### src/bsl_pkg.sv
// Shared types and constants for the branch, skip, load and store executor
package bsl_pkg;

  // Status flag bit positions
  localparam logic [2:0] FLAG_C = 3'h0;
  localparam logic [2:0] FLAG_Z = 3'h1;
  localparam logic [2:0] FLAG_N = 3'h2;
  localparam logic [2:0] FLAG_V = 3'h3;
  localparam logic [2:0] FLAG_S = 3'h4;
  localparam logic [2:0] FLAG_H = 3'h5;
  localparam logic [2:0] FLAG_T = 3'h6;
  localparam logic [2:0] FLAG_I = 3'h7;

  // Data-space addresses at or above this go through the NVM controller
  localparam logic [15:0] NVM_BASE = 16'h8000;

  // Program counter steps
  localparam logic [15:0] PC_STEP = 16'h0001;
  localparam logic [15:0] PC_SKIP_SHORT = 16'h0002;
  localparam logic [15:0] PC_SKIP_LONG = 16'h0003;

  // Cycle counts per instruction outcome
  localparam logic [1:0] CYC_ONE = 2'h1;
  localparam logic [1:0] CYC_BR_TAKEN = 2'h2;
  localparam logic [1:0] CYC_SKIP_SHORT = 2'h2;
  localparam logic [1:0] CYC_SKIP_LONG = 2'h3;
  localparam logic [1:0] CYC_LD_DIR = 2'h3;
  localparam logic [1:0] CYC_LD_IND = 2'h2;
  localparam logic [1:0] CYC_ST_DIR = 2'h2;
  localparam logic [1:0] CYC_ST_IND = 2'h1;

  typedef enum logic [4:0] {
    OP_NONE, OP_COMPARE_SKIP_EQUAL, OP_SKIP_REG_BIT_CLEAR, OP_SKIP_REG_BIT_SET,
    OP_SKIP_IO_BIT_CLEAR, OP_SKIP_IO_BIT_SET, OP_BRANCH_FLAG_SET, OP_BRANCH_FLAG_CLEAR,
    OP_BRANCH_UNSIGNED_GE, OP_BRANCH_UNSIGNED_LT, OP_BRANCH_SIGNED_GE, OP_BRANCH_SIGNED_LT,
    OP_BRANCH_HALFCARRY_SET, OP_BRANCH_HALFCARRY_CLEAR, OP_BRANCH_TRANSFER_BIT_SET,
    OP_BRANCH_TRANSFER_BIT_CLEAR, OP_BRANCH_OVERFLOW_SET, OP_BRANCH_OVERFLOW_CLEAR,
    OP_BRANCH_IRQ_ENABLED, OP_BRANCH_IRQ_DISABLED, OP_LOAD_DIRECT, OP_LOAD_INDIRECT,
    OP_STORE_DIRECT, OP_STORE_INDIRECT
  } bsl_op_t;

  typedef enum logic [1:0] {PTR_X, PTR_Y, PTR_Z, PTR_RSVD} bsl_ptr_t;
  typedef enum logic [1:0] {AM_PLAIN, AM_POSTINC, AM_PREDEC, AM_DISP} bsl_amode_t;
  typedef enum logic [2:0] {S_IDLE = 3'h1, S_COUNT = 3'h2, S_NVM = 3'h4} bsl_state_t;

  typedef struct packed {
    bsl_op_t op;
    logic [4:0] reg_a;
    logic [4:0] reg_b;
    logic [2:0] bit_sel;
    bsl_ptr_t ptr_sel;
    bsl_amode_t mode;
    logic [5:0] disp;
    logic [6:0] offset;
    logic [15:0] addr;
  } bsl_cmd_t;

  typedef struct packed {
    logic load;
    logic flush;
    logic [15:0] target;
  } bsl_pc_t;

  typedef struct packed {
    logic req;
    logic we;
    logic [15:0] addr;
    logic [7:0] wdata;
  } bsl_mem_t;

  typedef struct packed {
    logic we;
    logic [4:0] addr;
    logic [7:0] data;
  } bsl_rf_t;

  typedef struct packed {
    logic we;
    bsl_ptr_t sel;
    logic [15:0] data;
  } bsl_ptr_wr_t;

endpackage : bsl_pkg

### src/bsl_exec.sv
// Executor for skip, conditional branch and data-space load/store instructions
`timescale 1ns/10ps
module bsl_exec
  import bsl_pkg::*;
(
  input wire logic clk,
  input wire logic resetn,
  input wire logic cmd_valid,
  input wire bsl_cmd_t cmd,
  input wire logic [15:0] pc_in,
  input wire logic next_is_long,
  input wire logic [7:0] rf_a_val,
  input wire logic [7:0] rf_b_val,
  input wire logic io_bit,
  input wire logic [7:0] status_flags_reg,
  input wire logic [15:0] ptr_x,
  input wire logic [15:0] ptr_y,
  input wire logic [15:0] ptr_z,
  input wire logic [7:0] mem_rdata,
  input wire logic mem_ready,
  output logic cmd_ready,
  output bsl_pc_t pc_out,
  output bsl_mem_t mem_out,
  output bsl_rf_t rf_out,
  output bsl_ptr_wr_t ptr_out
);

  function automatic logic [15:0] bsl_sext7(input logic [6:0] k);
    return {{9{k[6]}}, k};
  endfunction : bsl_sext7

  function automatic logic bsl_taken(input bsl_op_t op, input logic [7:0] fl,
                                     input logic [7:0] a, input logic [7:0] b,
                                     input logic [2:0] bs, input logic io);
    case (op)
      OP_COMPARE_SKIP_EQUAL: return a == b;
      OP_SKIP_REG_BIT_CLEAR: return !a[bs];
      OP_SKIP_REG_BIT_SET: return a[bs];
      OP_SKIP_IO_BIT_CLEAR: return !io;
      OP_SKIP_IO_BIT_SET: return io;
      OP_BRANCH_FLAG_SET: return fl[bs];
      OP_BRANCH_FLAG_CLEAR: return !fl[bs];
      OP_BRANCH_UNSIGNED_GE: return !fl[FLAG_C];
      OP_BRANCH_UNSIGNED_LT: return fl[FLAG_C];
      OP_BRANCH_SIGNED_GE: return !(fl[FLAG_N] ^ fl[FLAG_V]);
      OP_BRANCH_SIGNED_LT: return fl[FLAG_N] ^ fl[FLAG_V];
      OP_BRANCH_HALFCARRY_SET: return fl[FLAG_H];
      OP_BRANCH_HALFCARRY_CLEAR: return !fl[FLAG_H];
      OP_BRANCH_TRANSFER_BIT_SET: return fl[FLAG_T];
      OP_BRANCH_TRANSFER_BIT_CLEAR: return !fl[FLAG_T];
      OP_BRANCH_OVERFLOW_SET: return fl[FLAG_V];
      OP_BRANCH_OVERFLOW_CLEAR: return !fl[FLAG_V];
      OP_BRANCH_IRQ_ENABLED: return fl[FLAG_I];
      OP_BRANCH_IRQ_DISABLED: return !fl[FLAG_I];
      default: return 1'b0;
    endcase
  endfunction : bsl_taken

  bsl_state_t state_reg, state_next;
  logic [1:0] cnt_reg, cnt_next;
  logic nvm_seen_reg, nvm_seen_next;
  logic ready_reg, ready_next;
  logic ld_reg, ld_next;
  logic [4:0] ld_dst_reg, ld_dst_next;
  bsl_pc_t pc_reg, pc_next;
  bsl_mem_t mem_reg, mem_next;
  bsl_rf_t rf_reg, rf_next;
  bsl_ptr_wr_t ptr_reg, ptr_next;

  // Decode of the offered command
  logic acc_c, taken_c, is_skip_c, is_branch_c, is_load_c, is_store_c, is_mem_c;
  logic [15:0] pv_c, ea_c;
  logic [1:0] base_c;

  // A flush cycle never takes a command: the discarded word must not execute
  assign acc_c = cmd_valid && (state_reg == S_IDLE) && !pc_reg.flush;

  always_comb begin
    is_skip_c = cmd.op inside {OP_COMPARE_SKIP_EQUAL, OP_SKIP_REG_BIT_CLEAR,
      OP_SKIP_REG_BIT_SET, OP_SKIP_IO_BIT_CLEAR, OP_SKIP_IO_BIT_SET};
    is_branch_c = (cmd.op >= OP_BRANCH_FLAG_SET) && (cmd.op <= OP_BRANCH_IRQ_DISABLED);
    is_load_c = (cmd.op == OP_LOAD_DIRECT) ||
      ((cmd.op == OP_LOAD_INDIRECT) && (cmd.ptr_sel != PTR_RSVD));
    is_store_c = (cmd.op == OP_STORE_DIRECT) ||
      ((cmd.op == OP_STORE_INDIRECT) && (cmd.ptr_sel != PTR_RSVD));
    is_mem_c = is_load_c || is_store_c;
    taken_c = bsl_taken(cmd.op, status_flags_reg, rf_a_val, rf_b_val, cmd.bit_sel, io_bit);
    unique case (cmd.ptr_sel)
      PTR_X: pv_c = ptr_x;
      PTR_Y: pv_c = ptr_y;
      PTR_Z: pv_c = ptr_z;
      PTR_RSVD: pv_c = 16'h0000;
    endcase
    ea_c = pv_c;
    if (cmd.op == OP_LOAD_DIRECT || cmd.op == OP_STORE_DIRECT) begin
      ea_c = cmd.addr;
    end else if (cmd.mode == AM_PREDEC) begin
      ea_c = pv_c - PC_STEP;
    end else if (cmd.mode == AM_DISP && cmd.ptr_sel != PTR_X) begin
      // X has no displaced form; a displaced X request acts as plain
      ea_c = pv_c + {10'h000, cmd.disp};
    end
    unique case (cmd.op)
      OP_LOAD_DIRECT: base_c = CYC_LD_DIR;
      OP_LOAD_INDIRECT: base_c = CYC_LD_IND;
      OP_STORE_DIRECT: base_c = CYC_ST_DIR;
      default: base_c = CYC_ST_IND;
    endcase
  end

  always_comb begin
    state_next = state_reg;
    cnt_next = cnt_reg;
    nvm_seen_next = nvm_seen_reg;
    ld_next = ld_reg;
    ld_dst_next = ld_dst_reg;
    pc_next = '{load: 1'b0, flush: 1'b0, target: pc_reg.target};
    mem_next = '{req: 1'b0, we: mem_reg.we, addr: mem_reg.addr, wdata: mem_reg.wdata};
    ptr_next = '{we: 1'b0, sel: ptr_reg.sel, data: ptr_reg.data};
    // Load data is taken in the cycle the access completes
    rf_next.we = mem_reg.req && ld_reg && mem_ready && ((state_reg != S_NVM) || nvm_seen_reg);
    rf_next.addr = ld_dst_reg;
    rf_next.data = rf_next.we ? mem_rdata : rf_reg.data;
    unique case (state_reg)
      S_IDLE: begin
        if (acc_c && is_skip_c && taken_c) begin
          pc_next.load = 1'b1;
          pc_next.flush = 1'b1;
          pc_next.target = pc_in + (next_is_long ? PC_SKIP_LONG : PC_SKIP_SHORT);
          cnt_next = (next_is_long ? CYC_SKIP_LONG : CYC_SKIP_SHORT) - CYC_ONE;
          state_next = S_COUNT;
        end else if (acc_c && is_branch_c && taken_c) begin
          pc_next.load = 1'b1;
          pc_next.flush = 1'b1;
          pc_next.target = pc_in + bsl_sext7(cmd.offset) + PC_STEP;
          cnt_next = CYC_BR_TAKEN - CYC_ONE;
          state_next = S_COUNT;
        end else if (acc_c && is_mem_c) begin
          mem_next = '{req: 1'b1, we: is_store_c, addr: ea_c, wdata: rf_a_val};
          ld_next = is_load_c;
          ld_dst_next = cmd.reg_a;
          if (cmd.op inside {OP_LOAD_INDIRECT, OP_STORE_INDIRECT}) begin
            if (cmd.mode == AM_POSTINC) begin
              ptr_next = '{we: 1'b1, sel: cmd.ptr_sel, data: pv_c + PC_STEP};
            end else if (cmd.mode == AM_PREDEC) begin
              ptr_next = '{we: 1'b1, sel: cmd.ptr_sel, data: ea_c};
            end
          end
          cnt_next = base_c - CYC_ONE;
          nvm_seen_next = 1'b0;
          if (ea_c >= NVM_BASE) begin
            state_next = S_NVM;
          end else if (base_c > CYC_ONE) begin
            state_next = S_COUNT;
          end
        end
      end
      S_COUNT: begin
        cnt_next = cnt_reg - CYC_ONE;
        if (cnt_reg <= CYC_ONE) begin
          state_next = S_IDLE;
        end
      end
      S_NVM: begin
        // First NVM cycle never completes, so at least one cycle is added
        nvm_seen_next = 1'b1;
        if (mem_ready && nvm_seen_reg) begin
          if (cnt_reg > CYC_ONE) begin
            cnt_next = cnt_reg - CYC_ONE;
            state_next = S_COUNT;
          end else begin
            state_next = S_IDLE;
          end
        end else begin
          mem_next.req = 1'b1;
        end
      end
    endcase
    ready_next = (state_next == S_IDLE);
  end

  always_ff @(posedge clk or negedge resetn) begin
    if (!resetn) begin
      state_reg <= S_IDLE;
      cnt_reg <= 2'h0;
      nvm_seen_reg <= 1'b0;
      ready_reg <= 1'b1;
      ld_reg <= 1'b0;
      ld_dst_reg <= 5'h00;
      pc_reg <= '0;
      mem_reg <= '0;
      rf_reg <= '0;
      ptr_reg <= '0;
    end else begin
      state_reg <= state_next;
      cnt_reg <= cnt_next;
      nvm_seen_reg <= nvm_seen_next;
      ready_reg <= ready_next;
      ld_reg <= ld_next;
      ld_dst_reg <= ld_dst_next;
      pc_reg <= pc_next;
      mem_reg <= mem_next;
      rf_reg <= rf_next;
      ptr_reg <= ptr_next;
    end
  end

  assign cmd_ready = ready_reg;
  assign pc_out = pc_reg;
  assign mem_out = mem_reg;
  assign rf_out = rf_reg;
  assign ptr_out = ptr_reg;
endmodule : bsl_exec

### config.mk
export PLATFORM = sky130hd
export DESIGN_NAME = bsl_exec
export DESIGN_NICKNAME = d
export VERILOG_FILES = /design/src/bsl_pkg.sv /design/src/bsl_exec.sv
export SDC_FILE = /design/constraint.sdc
export NUM_CORES = 1
export LEC_CHECK = 0
export BUFFER_PORTS_ARGS = -buffer_cell sky130_fd_sc_hd__buf_4
export CAP_MARGIN = 20
export CORE_ASPECT_RATIO = 2
export CORE_MARGIN = 3
export CORE_UTILIZATION = 50
export DETAILED_ROUTE_END_ITERATION = 8
export GPL_ROUTABILITY_DRIVEN = 0
export PLACE_DENSITY = 0.79
export SLEW_MARGIN = 20
export SYNTH_ARGS = -nofsm -noshare
export SYNTH_HDL_FRONTEND = slang
export SYNTH_SLANG_ARGS = --single-unit
### constraint.sdc
create_clock -name clk -period 4.8 [get_ports clk]
set_input_delay 0.48 -clock clk [delete_from_list [all_inputs] [get_ports clk]]
set_output_delay 0.48 -clock clk [all_outputs]
set_load 0.1 [all_outputs]
==> summary.txt <==
Die
  – FP Rows: 60
  – # IOs: 231
  – Die height: 174 um
  – Initial Utilization: 51.8%
  – Die width: 89.9 um
  – Die area: 15600 um^2
  – Core footprint: 13600 um^2

Clock network
  – Clk slew on worst S/H paths: 0.08 ns
  – Cts hold-fix bufs: 0
  – Total CTS buffers: 9
  – Post-CTS Setup Bufs: 0
  – # clock sinks: 89
  – CTS resizes: 0
  – CTS tree: yes
  – Clk root buf: clkbuf_16
  – CTS max path bufs: 2
  – H-tree depth: 3
  – Worst skew pair latency: 0.34 ns

Power
  – Pleak: 4.29 nW
  – PwrDens: 599 nW/um^2
  – Peak supply drop: 0.000446 V

Finish
  – Max FFs per register: 26
  – Reg area: 2230 um^2
  – Antenna Cells: 0
  – Commonest non-fill, non-tap cell in the layout: buf_4
  – Multi-input logic area: 4490 um^2
  – Area grow syn2layout: 29.3%
  – Fill cells: 1170
  – Final Util: 67.0%
  – Final Cell Area: 9100 um^2
  – Nets@finish: 1188
  – Fraction of layout cells with a size suffix above 1: 29.8%
  – Post-Layout Cell Count: 1194
  – Most frequent cells in the layout: buf_4 (232), nand2_1 (96), dfrtp_1 (87)

Detailed routing
  – Via Count: 6905
  – Drt total wl: 22500 um
  – DRT iter0 DRCs: 249
  – WL/cell: 18.9 um
  – Post-route DRC: 0
  – Vias per cell: 5.78
  – Routed Antenna Nets: 0
  – Detailed Routing Iterations Pass 1: 6

STA
  – Setup TNS Final: 0 ns
  – RSZ-0062 raised after global routing: false
  – Pins Over Slew Limit: 0
  – Final Cycle Share: 77.0%
  – Fmax: 271 MHz
  – Final setup vio count: 0
  – Slew of the pin with the lowest slew margin: 0.951 ns
  – Hold WS: 0.0932 ns
  – Fin. Hold Viols: 0
  – Clock skew: 0.0107 ns
  – Min cycle time layout: 3.70 ns
  – Slew Limit Headroom: 36.6%

Synth
  – Synth async-reset ratio: 100%
  – Top cell type's share of synthesized area: 30.9%
  – Sequential area share after synthesis: 31.7%
  – Synth Warn #: 0
  – Mean Syn Cell Area: 8.77 um^2
  – Cell taking the most area after synthesis: dfrtp_1
  – Seq cells post-synth: 89
  – Top cells by area, synth: dfrtp_1 (31%), ha_1 (5.3%), nand2_1 (5.1%), xnor2_1 (5.1%), nor2_1 (3.7%)
  – Library cells used by synthesis: 82
  – Cells after Synth: 802
  – Number of synthesized flops with an enable pin: 0
  – Main flop type after synthesis: dfrtp_1
  – Mapped Area: 7040 um^2
  – Mapped Nets: 987

Setup path
  – Crit path launch type: input port
  – Crit path max fanout: 28
  – Worst EP required: 5.07 ns
  – Nature of the critical path endpoint: register
  – Kind of critical path: in2reg
  – WP data arrival: 3.97 ns

Min path
  – Hold Path Class: in2async

Job
  – Max-cap viol count: 0

GRT
  – M1 GR Usage: 27.2%
  – Met3 GRT Util: 3.21%
  – Largest net degree at the start of global routing: 52
  – Global route overflow: 0
  – Gr busiest metal: met2
  – Vias in the first global route: 7103
  – Met2 GRT Util: 56.9%
  – Initial antenna violation count: 0
  – Total Routing Usage GR: 28.8%
  – Global-route wire length before repair: 36000 um

Placement
  – Dpl cell area: 8800 um^2
  – Port bufs: 225
  – Inst Count DP: 1178
  – Dpl hpwl: 18000 um

Status
  – Outcome: finished, final reports clean
-- final cells by class --
type                    instances  area share (%)
repair buffers                232            19.1
well taps                     186            2.56
flip-flops and latches         89            24.5
inverters                      27            1.14
clock buffers                   9            2.48
clock inverters                 7           0.811
multi-input cells             644            49.4
-- layer usage --
metal,vias up,wire [um]
met5,-,0
li1,3312,-
met2,215,12900
met1,3297,7230
met3,81,692
met4,0,1650
-- worst paths after layout --
kind / endpoint / slack, ns / start / cells after the start
setup / recovery: ptr_out[10]$_DFFE_PN0P_ / 1.10 / cmd[31] / 14
max in group asynchronous: ptr_out[17]$_DFFE_PN0P_ / 3.63 / resetn / 2
hold reg to reg: rf_out[9]$_DFF_PN0_ / 0.38 / ld_dst_reg[1]$_DFFE_PN0P_ / 0
setup reg to reg: ptr_out[14]$_DFFE_PN0P_ / 1.33 / state_reg[0]$_DFF_PN1_ / 8
min in group clk: ld_dst_reg[0]$_DFFE_PN0P_ / 0.32 / cmd[41] / 3
hold / removal: mem_out[9]$_DFFE_PN0P_ / 0.09 / resetn / 1
-- critical path, cell delays in order --
cell	delay, ns
buf_4	0.29
nor2b_4	0.52
o2bb2ai_1	0.27
ha_1	0.24
inv_1	0.06
fa_1	0.39
nor2b_1	0.17
o21ai_0	0.12
a21boi_0	0.20
o21a_1	0.24
o211ai_1	0.14
and3_1	0.21
or4_1	0.46
a31oi_1	0.16
-- cells by family (layout without fill, tap and decap cells) --
kind of cell / Yosys count / count (layout) / share of synthesized area [%]
buffers and inverters: 69 / 275 / 4.77
xor gates and xnor gates: 60 / 60 / 7.47
adders and majority gates: 32 / 32 / 5.90
and+or+nand+nor: 302 / 302 / 21.5
AOI/OAI and AO/OA: 208 / 208 / 21.5
DFF: 89 / 89 / 31.7
muxes: 42 / 42 / 7.17
-- Yosys cell counts, types with 22 or more instances --
library cell   n
a21oi_1       41
clkbuf_1      23
dfrtp_1       87
ha_1          30
inv_1         22
mux2i_1       23
nand2_1       96
nand3_1       23
nor2_1        70
nor3_1        24
o21ai_0       36
xnor2_1       41
-- power breakdown --
part / total [mW] / switching [mW] / internal [mW]
clock network: 0.711 / 0.343 / 0.368
registers: 1.26 / 0.187 / 1.07
logic: 3.48 / 2.69 / 0.793
total: 5.45 / 3.22 / 2.23
-- metrics by stage --
step                total power [mW]  worst slack (ns)
finish                          5.45              1.10
global route                    5.67             0.879
CTS                             5.48              1.14
detailed placement              4.77             0.787
global placement                4.73             0.864
floorplan                       3.93              1.43
No activity file was read; power rests on OpenSTA's default activity.
